$ cat src/hw/analog_comparator_ctrl_consts.vh
// offsets, field positions and reset values for the comparator control block
`ifndef ANALOG_COMPARATOR_CTRL_CONSTS_VH
`define ANALOG_COMPARATOR_CTRL_CONSTS_VH
// register indices as printed; byte address is four times the index
`define IDX_COMPARATOR_CONTROL_STATUS 8'h50
`define IDX_CONVERTER_CONTROL_B 8'h7b
`define IDX_COMPARATOR_PIN_INPUT_DISABLE 8'h7f
`define IDX_IRQ_STATUS 8'h80
`define IDX_IRQ_MASK 8'h81
`define IDX_SYSTEM_CONTROL 8'h82
`define ADDR_COMPARATOR_CONTROL_STATUS 12'h140
`define ADDR_CONVERTER_CONTROL_B 12'h1ec
`define ADDR_COMPARATOR_PIN_INPUT_DISABLE 12'h1fc
`define ADDR_IRQ_STATUS 12'h200
`define ADDR_IRQ_MASK 12'h204
`define ADDR_SYSTEM_CONTROL 12'h208
// control/status fields
`define BIT_POWER_OFF 7
`define BIT_BANDGAP_SELECT 6
`define BIT_RESULT 5
`define BIT_IRQ_FLAG 4
`define BIT_IRQ_ENABLE 3
`define BIT_CAPTURE_ROUTE 2
`define BIT_IRQ_MODE_HIGH 1
`define BIT_IRQ_MODE_LOW 0
// converter control b
`define BIT_NEG_MUX_ENABLE 6
`define CONV_B_TRIGGER_MASK 8'h07
// input disable
`define BIT_NEG_PIN_INPUT_DISABLE 1
`define BIT_POS_PIN_INPUT_DISABLE 0
// system control fields
`define BIT_CONVERTER_ENABLE 0
`define BIT_GLOBAL_IRQ_ENABLE 1
`define BIT_POWER_REDUCTION 2
`define SYSCTL_RESET 8'h04
// irq mode encodings
`define MODE_TOGGLE 2'h0
`define MODE_RESERVED 2'h1
`define MODE_FALLING 2'h2
`define MODE_RISING 2'h3
// status/mask event bits
`define EV_FLAG 0
`define EV_EDGE 1
`define REG_RESET 8'h00
`endif

$ cat src/hw/level_sync.v
// two-flop synchroniser for one level
`timescale 1ns/1ps
module level_sync (
   input wire core_clk,
   input wire rstn,
   input wire din,
   output wire dout
);
   reg meta_q;
   reg sync_q;
   always @(posedge core_clk or negedge rstn) begin
      if (!rstn) begin
         meta_q <= 1'b0;
         sync_q <= 1'b0;
      end else begin
         meta_q <= din;
         sync_q <= meta_q;
      end
   end
   assign dout = sync_q;
endmodule

$ cat src/hw/analog_comparator_ctrl.v
// comparator control and status logic with apb register slave
// Notes on behaviour
// (RL1) result one when positive exceeds negative
// (RL2) mux on, converter off: channel picks negative
// (RL3) otherwise dedicated negative pin is used
// (RL4) bandgap bit replaces positive pin input
// (RL5) result synchronised, one to two cycles
// (RL6) flag set on selected output event
// (RL7) modes: toggle, reserved, falling, rising
// (RL8) flag cleared by vector ack or write-one
// (RL9) request needs flag, enable, global enable
// (RL10) power-off bit writable any time
// (RL11) software disables irq before power change
// (RL12) software disables irq before mode change
// (RL13) capture route feeds timer capture input
// (RL14) software enables timer capture interrupt too
// (RL15) input disable forces pin reads zero
// (RL16) unused and reserved bits read zero
// (RL17) software clears power reduction before mux
// (RL18) edges from current versus previous sample
//
// Local design decision: the APB register port.
`timescale 1ns/1ps
`include "analog_comparator_ctrl_consts.vh"
module analog_comparator_ctrl (
   input wire core_clk,
   input wire rstn,
   input wire psel,
   input wire penable,
   input wire pwrite,
   input wire [11:0] paddr,
   input wire [31:0] pwdata,
   output wire pready,
   output reg [31:0] prdata,
   output wire pslverr,
   input wire compare_raw,
   input wire irq_vector_ack,
   input wire positive_comparator_pin,
   input wire negative_comparator_pin,
   output wire positive_select_bandgap,
   output wire negative_select_mux,
   output wire [2:0] negative_mux_channel,
   output wire comparator_power_off,
   output wire comparator_irq,
   output wire capture_route_enable,
   output wire capture_input,
   output wire pos_pin_digital_in,
   output wire neg_pin_digital_in,
   output wire pos_pin_buffer_off,
   output wire neg_pin_buffer_off,
   output wire irq
);
   // converter_channel_select comes from system control register bits 6:4 (chan_q)
   wire [2:0] converter_channel_select;
   reg [7:0] ctrl_q;
   reg [7:0] conv_b_q;
   reg [1:0] in_dis_q;
   reg [7:0] sysctl_q;
   reg [1:0] irq_status_q;
   reg [1:0] irq_mask_q;
   reg [2:0] chan_q;
   reg result_prev_q;
   reg [1:0] state_q;
   reg [1:0] state_d;
   wire comparator_result;
   wire wr_en;
   wire rd_en;
   wire rise;
   wire fall;
   reg event_hit;
   wire flag_clear;
   wire [1:0] irq_mode;

   localparam ST_IDLE = 2'b01;
   localparam ST_ACCESS = 2'b10;

   assign converter_channel_select = chan_q;

   // comparison itself is analog; the digital side gets its raw level
   level_sync u_result_sync (
      .core_clk(core_clk),
      .rstn(rstn),
      .din(compare_raw),
      .dout(comparator_result)
   ); // RL1 RL5

   // apb: every transfer is answered in its first access cycle
   always @* begin
      case (state_q)
         ST_IDLE: state_d = (psel && !penable) ? ST_ACCESS : ST_IDLE;
         ST_ACCESS: state_d = (psel && !penable) ? ST_ACCESS : ST_IDLE;
         default: state_d = ST_IDLE;
      endcase
   end
   always @(posedge core_clk or negedge rstn) begin
      if (!rstn) begin
         state_q <= ST_IDLE;
      end else begin
         state_q <= state_d;
      end
   end
   assign pready = 1'b1;
   assign wr_en = psel && penable && pwrite;
   assign rd_en = psel && penable && !pwrite;

   reg addr_ok;
   always @* begin
      case (paddr)
         `ADDR_COMPARATOR_CONTROL_STATUS: addr_ok = 1'b1;
         `ADDR_CONVERTER_CONTROL_B: addr_ok = 1'b1;
         `ADDR_COMPARATOR_PIN_INPUT_DISABLE: addr_ok = 1'b1;
         `ADDR_IRQ_STATUS: addr_ok = 1'b1;
         `ADDR_IRQ_MASK: addr_ok = 1'b1;
         `ADDR_SYSTEM_CONTROL: addr_ok = 1'b1;
         default: addr_ok = 1'b0;
      endcase
   end
   assign pslverr = psel && penable && !addr_ok;

   assign irq_mode = ctrl_q[`BIT_IRQ_MODE_HIGH:`BIT_IRQ_MODE_LOW];
   assign rise = comparator_result && !result_prev_q; // RL18
   assign fall = !comparator_result && result_prev_q; // RL18
   always @* begin
      case (irq_mode)
         `MODE_TOGGLE: event_hit = rise || fall; // RL7
         `MODE_FALLING: event_hit = fall; // RL7
         `MODE_RISING: event_hit = rise; // RL7
         default: event_hit = 1'b0; // reserved mode raises no flag; the edge status bit still sets on any edge
      endcase
   end
   assign flag_clear = irq_vector_ack ||
      (wr_en && paddr == `ADDR_COMPARATOR_CONTROL_STATUS && pwdata[`BIT_IRQ_FLAG]); // RL8

   always @(posedge core_clk or negedge rstn) begin
      if (!rstn) begin
         ctrl_q <= `REG_RESET;
         conv_b_q <= `REG_RESET;
         in_dis_q <= 2'b00;
         sysctl_q <= `SYSCTL_RESET;
         irq_mask_q <= 2'b00;
         chan_q <= 3'h0;
         result_prev_q <= 1'b0;
      end else begin
         result_prev_q <= comparator_result; // RL18
         // flag: a new event wins over a clear in the same cycle
         if (event_hit) begin
            ctrl_q[`BIT_IRQ_FLAG] <= 1'b1; // RL6
         end else if (flag_clear) begin
            ctrl_q[`BIT_IRQ_FLAG] <= 1'b0; // RL8
         end
         if (wr_en) begin
            case (paddr)
               `ADDR_COMPARATOR_CONTROL_STATUS: begin
                  // power-off takes effect whenever written
                  ctrl_q[`BIT_POWER_OFF] <= pwdata[`BIT_POWER_OFF]; // RL10
                  ctrl_q[`BIT_BANDGAP_SELECT] <= pwdata[`BIT_BANDGAP_SELECT]; // RL4
                  ctrl_q[`BIT_IRQ_ENABLE] <= pwdata[`BIT_IRQ_ENABLE];
                  ctrl_q[`BIT_CAPTURE_ROUTE] <= pwdata[`BIT_CAPTURE_ROUTE]; // RL13
                  ctrl_q[`BIT_IRQ_MODE_HIGH] <= pwdata[`BIT_IRQ_MODE_HIGH];
                  ctrl_q[`BIT_IRQ_MODE_LOW] <= pwdata[`BIT_IRQ_MODE_LOW];
               end
               `ADDR_CONVERTER_CONTROL_B: begin
                  conv_b_q <= pwdata[7:0] & (8'h40 | `CONV_B_TRIGGER_MASK); // RL16
               end
               `ADDR_COMPARATOR_PIN_INPUT_DISABLE: begin
                  in_dis_q <= pwdata[1:0]; // RL16
               end
               `ADDR_IRQ_MASK: begin
                  irq_mask_q <= pwdata[1:0];
               end
               `ADDR_SYSTEM_CONTROL: begin
                  sysctl_q <= {5'h00, pwdata[2:0]};
                  chan_q <= pwdata[6:4];
               end
               default: begin
               end
            endcase
         end
      end
   end

   // sticky interrupt status, write-one-to-clear, set wins
   wire [1:0] ev_set;
   wire [1:0] ev_clr;
   assign ev_set = {rise || fall, event_hit};
   assign ev_clr = (wr_en && paddr == `ADDR_IRQ_STATUS) ? pwdata[1:0] : 2'b00;
   always @(posedge core_clk or negedge rstn) begin
      if (!rstn) begin
         irq_status_q <= 2'b00;
      end else begin
         irq_status_q <= ev_set | (irq_status_q & ~ev_clr);
      end
   end
   assign irq = |(irq_status_q & irq_mask_q);

   always @(posedge core_clk or negedge rstn) begin
      if (!rstn) begin
         prdata <= 32'h0000_0000;
      end else if (psel && !penable && !pwrite) begin
         case (paddr)
            `ADDR_COMPARATOR_CONTROL_STATUS: prdata <= {24'h000000, ctrl_q[7:6],
               comparator_result, ctrl_q[4:0]}; // RL5
            `ADDR_CONVERTER_CONTROL_B: prdata <= {24'h000000, conv_b_q}; // RL16
            `ADDR_COMPARATOR_PIN_INPUT_DISABLE: prdata <= {30'h0, in_dis_q}; // RL16
            `ADDR_IRQ_STATUS: prdata <= {30'h0, irq_status_q};
            `ADDR_IRQ_MASK: prdata <= {30'h0, irq_mask_q};
            `ADDR_SYSTEM_CONTROL: prdata <= {25'h0, chan_q, 1'b0, sysctl_q[2:0]};
            default: prdata <= 32'h0000_0000;
         endcase
      end
   end

   assign positive_select_bandgap = ctrl_q[`BIT_BANDGAP_SELECT]; // RL4
   assign negative_select_mux = conv_b_q[`BIT_NEG_MUX_ENABLE] &&
      !sysctl_q[`BIT_CONVERTER_ENABLE]; // RL2 RL3
   assign negative_mux_channel = converter_channel_select; // RL2
   assign comparator_power_off = ctrl_q[`BIT_POWER_OFF]; // RL10
   assign comparator_irq = ctrl_q[`BIT_IRQ_FLAG] && ctrl_q[`BIT_IRQ_ENABLE] &&
      sysctl_q[`BIT_GLOBAL_IRQ_ENABLE]; // RL9
   assign capture_route_enable = ctrl_q[`BIT_CAPTURE_ROUTE]; // RL13
   assign capture_input = ctrl_q[`BIT_CAPTURE_ROUTE] & comparator_result; // RL13
   assign pos_pin_buffer_off = in_dis_q[`BIT_POS_PIN_INPUT_DISABLE]; // RL15
   assign neg_pin_buffer_off = in_dis_q[`BIT_NEG_PIN_INPUT_DISABLE]; // RL15
   assign pos_pin_digital_in = positive_comparator_pin & ~in_dis_q[0]; // RL15
   assign neg_pin_digital_in = negative_comparator_pin & ~in_dis_q[1]; // RL15
endmodule

$ cat config.mk
export PLATFORM = sky130hd
export DESIGN_NAME = analog_comparator_ctrl
export DESIGN_NICKNAME = d
export VERILOG_FILES = /design/src/hw/level_sync.v /design/src/hw/analog_comparator_ctrl.v
export VERILOG_INCLUDE_DIRS = /design/src /design/src/hw
export SDC_FILE = /design/constraint.sdc
export NUM_CORES = 1
export LEC_CHECK = 0
export BUFFER_PORTS_ARGS = -buffer_cell sky130_fd_sc_hd__buf_2
export CORE_ASPECT_RATIO = 1.75
export CORE_MARGIN = 2
export CORE_UTILIZATION = 49
export CTS_CLUSTER_SIZE = 12
export DETAILED_ROUTE_END_ITERATION = 12
export GPL_ROUTABILITY_DRIVEN = 0
export PLACE_DENSITY = 0.85
export SETUP_SLACK_MARGIN = 0.02
export SLEW_MARGIN = 20
export SYNTH_ARGS = -nofsm -noshare
export SYNTH_HDL_FRONTEND = slang
export SYNTH_HIERARCHICAL = 1
export SYNTH_SLANG_ARGS = --single-unit
$ cat constraint.sdc
create_clock -name core_clk -period 3.35 [get_ports core_clk]
set_clock_uncertainty 0.05 [all_clocks]
set_input_delay 0.67 -clock core_clk [delete_from_list [all_inputs] [get_ports core_clk]]
set_output_delay 0.67 -clock core_clk [all_outputs]
set_load 0.01 [all_outputs]
After elaboration in Yosys (flattened, before gate mapping)
Cells that the tools add are included.
{ "word_totals": {"ff_bits": 58, "in_bits": 53, "output_inout_bits": 48, "elab_cells": 66} }
{ "op_classes": {"n_eq_ne": 8, "mux": 6, "bitwise": 9, "reduce_logical": 30} }
{ "ops": {"columns": ["operator", "count"], "rows": [
  ["one-hot mux 8 bit (6 select lines)", 1],
  ["== test 12 x 10 -> 1 bit, second input constant", 3],
  ["== test 12 x 9 -> 1 bit, second input constant", 3],
  ["logical AND 1 bit", 13],
  ["AND reduction 2 bit", 5],
  ["logical NOT 1 bit", 6],
  ["OR reduction 6 bit", 1],
  ["AND 2 bit", 2],
  ["== test 2 bit, second input constant", 2],
  ["AND 1 bit", 3],
  ["2-to-1 mux 1 bit", 3],
  ["one-hot mux 1 bit (3 select lines)", 1],
  ["logical NOT 2 bit", 1],
  ["logical OR 1 bit", 2],
  ["2-to-1 mux 2 bit", 1],
  ["inverter 1 bit", 2],
  ["inverter 2 bit", 1],
  ["OR 2 bit", 1],
  ["nonzero test 2 bit", 1],
  ["OR reduction 2 bit", 1]
]} }

Longest topological paths before layout
Gate-level depths: netlist of the first run.
{ "depth": {"word_depth": 7, "depth_mapped": 6, "depth_no_buf": 6} }

Modules after synthesis
Netlist of the first run, hierarchy kept.
{ "by_module_without_submodules": {"columns": ["mod", "n_inst", "cells_per_inst", "area_each_um2", "seq_area_each_um2"], "rows": [
  ["analog_comparator_ctrl", 1, 183, 1889.3, 802.0],
  ["level_sync", 1, 2, 50.0, 50.0]
]} }

Worst setup path before layout of the first run
OpenSTA, ideal clock, no wires.
{ "synth_timing": {"path_kind": "input to output", "from": "input port paddr[9]", "to": "output port pslverr", "arrival_time_ns": 1.636, "required_ns": 2.630, "path_slack_ns": 0.994, "cell_stages": 5, "n_path_buf": 1, "path_cell_list": "or3b_1 > clkbuf_1 > o21a_1 > o22ai_1 > a211oi_1"} }
{ "synth_via": {"elab_chain_cells": 5, "elab_cells_between_ends": 10, "classes_between": "eq/ne (6); mux (1); reduce/logical (3)"} }
{ "synth_lines": {"columns": ["element", "line", "source"], "rows": [
  ["start, declared", "analog_comparator_ctrl.v:31", "input wire [11:0] paddr,"],
  ["== test 12 x 9 -> 1 bit / == test 12 x 10 -> 1 bit (equally long branches)", "analog_comparator_ctrl.v:108", "case (paddr)"],
  ["OR reduction 6 bit (no line) *", null, null],
  ["2-to-1 mux 1 bit *", "analog_comparator_ctrl.v:108", null],
  ["logical NOT 1 bit *", "analog_comparator_ctrl.v:118", "assign pslverr = psel && penable && !addr_ok;"],
  ["logical AND 1 bit *", "analog_comparator_ctrl.v:118", null],
  ["end, declared", "analog_comparator_ctrl.v:35", "output wire pslverr,"]
]} }
Mark *: on every way between the ends. The rest lies on a longest branch, timed or not.

Final worst setup path of the first run
{ "layout_timing": {"from": "input port paddr[11]", "to": "output port pslverr"} }
Same word-level chain as after synthesis.

==> flow_summary.ini, run 1 <==
[outcome]
status = finished, final reports clean

[timing]
setup_viol = 0
min_period_ps = 2570
drv_slew = 0
max_freq_ghz = 0.390
slew_headroom_pct = 50.1
rsz0062_at_grt = false
fin_crit_sh_pct = 76.6
worst_slew_pin_slew_ps = 749
tns_ps = 0
hold_viol = 0
fin_hold_ws_ps = 299
worst_slack_ps = 784

[logic_synthesis]
synth_top_area_share_pct = 42.6
synth.avg_cell_area_um2 = 10.5
synth_edf_count = 0
synth_area_leader_cell = dfrtp_1
synth.area.top_cells = dfrtp_1 (43%), buf_4 (10%), mux2_2 (8.7%)
synth_ff_type = dfrtp_1
netlist_instances = 185
post_synth_num_cell_types = 39
yosys_register_bits = 34
async_flop_share_pct = 100
seq_area_frac_synth_pct = 43.9
ys_warn_count = 6
syn-cell-area_um2 = 1940

[drt]
vias = 1522
drt-total-wl_mm = 4.10
ant_nets = 0
dr.pass1.iters = 4
drt-initial-drc-count = 38
wl_per_cell_um = 14.4
via_per_inst = 5.36
drc = 0

[finish]
mostFrequentLayoutCells = buf_2 (51), dfrtp_1 (33), conb_1 (25)
area_growth_pct = 15.7
mostFrequentLayoutCell = buf_2
finalNetCount = 291
n_antenna_cell = 0
fin_util_pct = 58.6
final_layout_size_suffix_gt1_share_pct = 35.6

[critical_path]
crit_arrival_ps = 1850
worstPathRequired_ps = 2630
cp_max_fo = 10
timing.rr.end = ctrl_q[4]
worstSetupEndpointType = output port
r2r_setup_slack_ps = 1960
r2r.worst_path.cells = 5
start_kind = input port
crit_type = in2out
r2r_start = u_result_sync/dout

[floorplanning]
io_pins = 101
fp-row-count = 30
die_w_um = 51.6
die_area_um2 = 4500
fp.dieH_um = 87.2
start_util_pct = 50.7
core_um2 = 3830

[cts]
clkLatencyLatePin_ps = 290
root_buffer = clkbuf_8
cts_resized = 0
numCtsBuffers = 5
cts_sinks = 34
cts.path.max_buffers = 2
post-cts-setup-buffers = 0
cts.clk_slew.worst_paths_ps = 60
cts_hold_buf = 0
htree_levels = 2
cts_tree = yes

[pwr]
powerDensity_nw_per_um2 = 411
peakVddDrop_v = 0.000268
leakage_nw = 1.13

[placement]
dpl_worst_slack_ps = 604
hpwl_mm = 3.16
portBuffers = 51

[global_routing]
globalRouteOverflowTotal = 0
grt_pass1_vias = 1415
grt_max_degree = 35
antenna_found_initial = 0
grt_pass1_wl_mm = 6.62
grt.total_usage_pct = 20.3

[min_path]
holdPathStages = 0
min_path_type = reg2reg
min_from = u_result_sync/meta_q
holdPathEnd = u_result_sync/dout

[job]
drv_cap = 0
-- cell type report --
type | instances | area (um^2)
Multi-Input combinational cell | 135 | 927
Fill cell | 353 | 1580
Sequential cell | 34 | 852
Clock inverter | 1 | 30.0
Timing Repair Buffer | 52 | 263
Tap cell | 48 | 60.1
Clock buffer | 6 | 82.6
Inverter | 8 | 30.0
-- worst max path at each step --
stage                     startpoint   endpoint  slack, ps  cells past startpoint
after floorplan             paddr[9]    pslverr        990                      5
after global placement      paddr[4]  ctrl_q[0]        630                      5
after detailed placement    paddr[4]  ctrl_q[1]        600                      5
after CTS                  paddr[11]    pslverr        780                      5
after global routing       paddr[11]    pslverr        740                      5
final                      paddr[11]    pslverr        780                      5
-- kinds of logic (layout without fill, tap and decap cells) --
logic type | after synthesis | count (layout) | share of synthesized area, %
and+or+nand+nor | 61 | 61 | 20.5
adders and majority gates | 2 | 2 | 1.29
other | 2 | 25 | 0.387
AOI/OAI and AO/OA | 23 | 23 | 7.42
buffers and inverters | 39 | 67 | 12.7
DFF | 34 | 34 | 43.9
muxes | 24 | 24 | 13.7
-- cell usage after synthesis (4+ instances only) --
cell	number
nor3_1	5
a31oi_1	6
mux2_1	6
buf_4	26
nand3_1	7
nand3b_1	5
and3_1	5
mux2_2	15
nor2_1	11
inv_1	8
o21ai_0	7
dfrtp_1	33
nand4_1	4
nand2_1	7
-- registers in the layout (all words and copies together) (netlist names), 2 cells and up --
| signal | cells |
|---|---|
| conv_b_q | 4 |
| prdata | 8 |
| sysctl_q | 3 |
| in_dis_q | 2 |
| irq_status_q | 2 |
| negative_mux_channel | 3 |
| ctrl_q | 4 |
| irq_mask_q | 2 |
-- metrics by stage --
step           power, mW  std cells  area (um^2)
5_1_grt            0.963        284         2240
3_3_place_gp       0.546        277         2130
4_1_cts            0.929        284         2240
6_report           0.922        284         2240
3_5_place_dp       0.550        277         2130
2_1_floorplan      0.519        208         2030
-- critical path, cell delays in order --
cell      delay [ps]
buf_2             90
or2_2            400
nor4_4           430
a211oi_1         100
buf_2            160
-- where the power goes --
part | total [mW] | internal (mW) | switching (mW)
logic | 0.109 | 0.0392 | 0.0697
registers | 0.433 | 0.426 | 0.00787
clock network | 0.380 | 0.238 | 0.142
-- routing by layer --
layer	GRT usage (%)	part of all wire [%]	wire (um)	vias up
li1	-	-	-	708
met2	36.1	53	2180	76
met1	19.8	36	1460	725
met4	14.1	4.3	176	0
met3	4.81	7.0	288	13
met5	0	0	0	-
Note: power is estimated with default switching activity, not from simulation.
==> run 2: changes to the inputs <==
- CORE_UTILIZATION: 49 -> 45
- PLACE_DENSITY: 0.85 -> 0.79
- clock period: 3.35 -> 2.7 ns (I/O delays scaled with it)
==> flow_summary.ini, run 2 (synthesized netlist as in run 1, its figures left out) <==
[finish]
largest_registers = prdata (8), conv_b_q (4), ctrl_q (4)
mostFrequentLayoutCell = buf_2
mostFrequentLayoutCells = buf_2 (51), dfrtp_1 (33), conb_1 (25)
fin_util_pct = 54.2
top_register = prdata
instances_no_fill = 290
area_growth_pct = 16.0
fin_area_um2 = 2250
largest_register_ffs = 8
final_layout_size_suffix_gt1_share_pct = 36.5
finalNetCount = 295
n_antenna_cell = 0

[drt]
drt-total-wl_mm = 4.02
dr.pass1.iters = 4
drc = 0
drt-initial-drc-count = 22
wl_per_cell_um = 13.9
via_per_inst = 5.25
vias = 1522
ant_nets = 0

[pwr]
leakage_nw = 1.14
power_mw = 1.04
powerDensity_nw_per_um2 = 462
peakVddDrop_v = 0.000393

[placement]
placed_cell_area_um2 = 2160
portBuffers = 51
placed_cells = 282
dpl_worst_slack_ps = 258
hpwl_mm = 3.19

[cts]
cts.path.max_buffers = 2
root_buffer = clkbuf_8
clkLatencyLatePin_ps = 290
cts_hold_buf = 0
cts_tree = yes
cts.clk_slew.worst_paths_ps = 70
numCtsBuffers = 5
cts_sinks = 34
cts_resized = 0
htree_levels = 2
post-cts-setup-buffers = 0

[global_routing]
antenna_found_initial = 0
grt_pass1_wl_mm = 6.73
grt.total_usage_pct = 18.7
grt_max_degree = 35
grt_pass1_vias = 1435
globalRouteOverflowTotal = 0

[critical_path]
cp_max_fo = 7
r2r_setup_slack_ps = 1300
r2r_start = u_result_sync/dout
slowest_stage = or4_4
crit_top_cell = buf_2
crit_path_cell_trace = buf_2, or4_4, nor3_1, a211oi_1, buf_2
r2r.worst_path.cells = 5
worstSetupEndpointType = output port
crit_arrival_ps = 1760
crit_family = simple AND/OR/NAND/NOR gates
path_buf_inv = 2
worstPathRequired_ps = 2110
timing.rr.end = ctrl_q[4]
crit_type = in2out
slowest_delay_ps = 560
cp-startpoint = paddr[4]
start_kind = input port

[floorplanning]
fp.dieH_um = 90.8
fp-row-count = 31
core_um2 = 4150
die_area_um2 = 4870
die_w_um = 53.6
io_pins = 101
start_util_pct = 46.7

[timing]
fin_crit_sh_pct = 87.1
worst_slack_ps = 349
worst_slew_pin_slew_ps = 747
max_freq_ghz = 0.425
slew_headroom_pct = 50.2
setup_viol = 0
tns_ps = 0
rsz0062_at_grt = false
hold_viol = 0
drv_slew = 0
min_period_ps = 2350
fin_hold_ws_ps = 257

[outcome]
status = finished, final reports clean

[job]
drv_cap = 0

[min_path]
min_path_type = in2async
[run 2: changes by cell type in the layout (fill, tap and decap cells not counted)]
cell       before  now
buf_4           1    5
bufinv_16       1    0
clkinv_2        0    1
clkbuf_8        6    5
clkinv_4        0    1
clkbuf_1        0    1
[run 2: layout make-up]
type	instances	area [um^2]
flip-flops and latches	34	852
well taps	49	61.3
inverters	8	30.0
repair buffers	56	293
multi-input cells	135	927
clock buffers	6	72.6
clock inverters	2	13.8
fillers	382	1900
[run 2: where the power goes]
| part | total, mW | leakage, nW | switching (mW) | internal (mW) |
|---|---|---|---|---|
| clock network | 0.366 | 0.0452 | 0.185 | 0.182 |
| registers | 0.537 | 0.439 | 0.00927 | 0.528 |
| logic | 0.136 | 0.654 | 0.0867 | 0.0493 |
| total | 1.04 | 1.14 | 0.281 | 0.759 |
[run 2: worst max path at each step]
stage	to	cells past startpoint
CTS	pslverr	5
finish	pslverr	5
global route	pslverr	5
floorplan	capture_route_enable	5
global placement	sysctl_q[0]	5
detailed placement	conv_b_q[2]	5
[run 2: routing by layer]
layer  up-vias  global-route usage, %  wire (um)
met5         -                      0          0
met4         0                   9.19        110
met3        11                   3.48        235
met2        62                   32.5       2230
met1       732                   20.6       1440
li1        717                      -          -
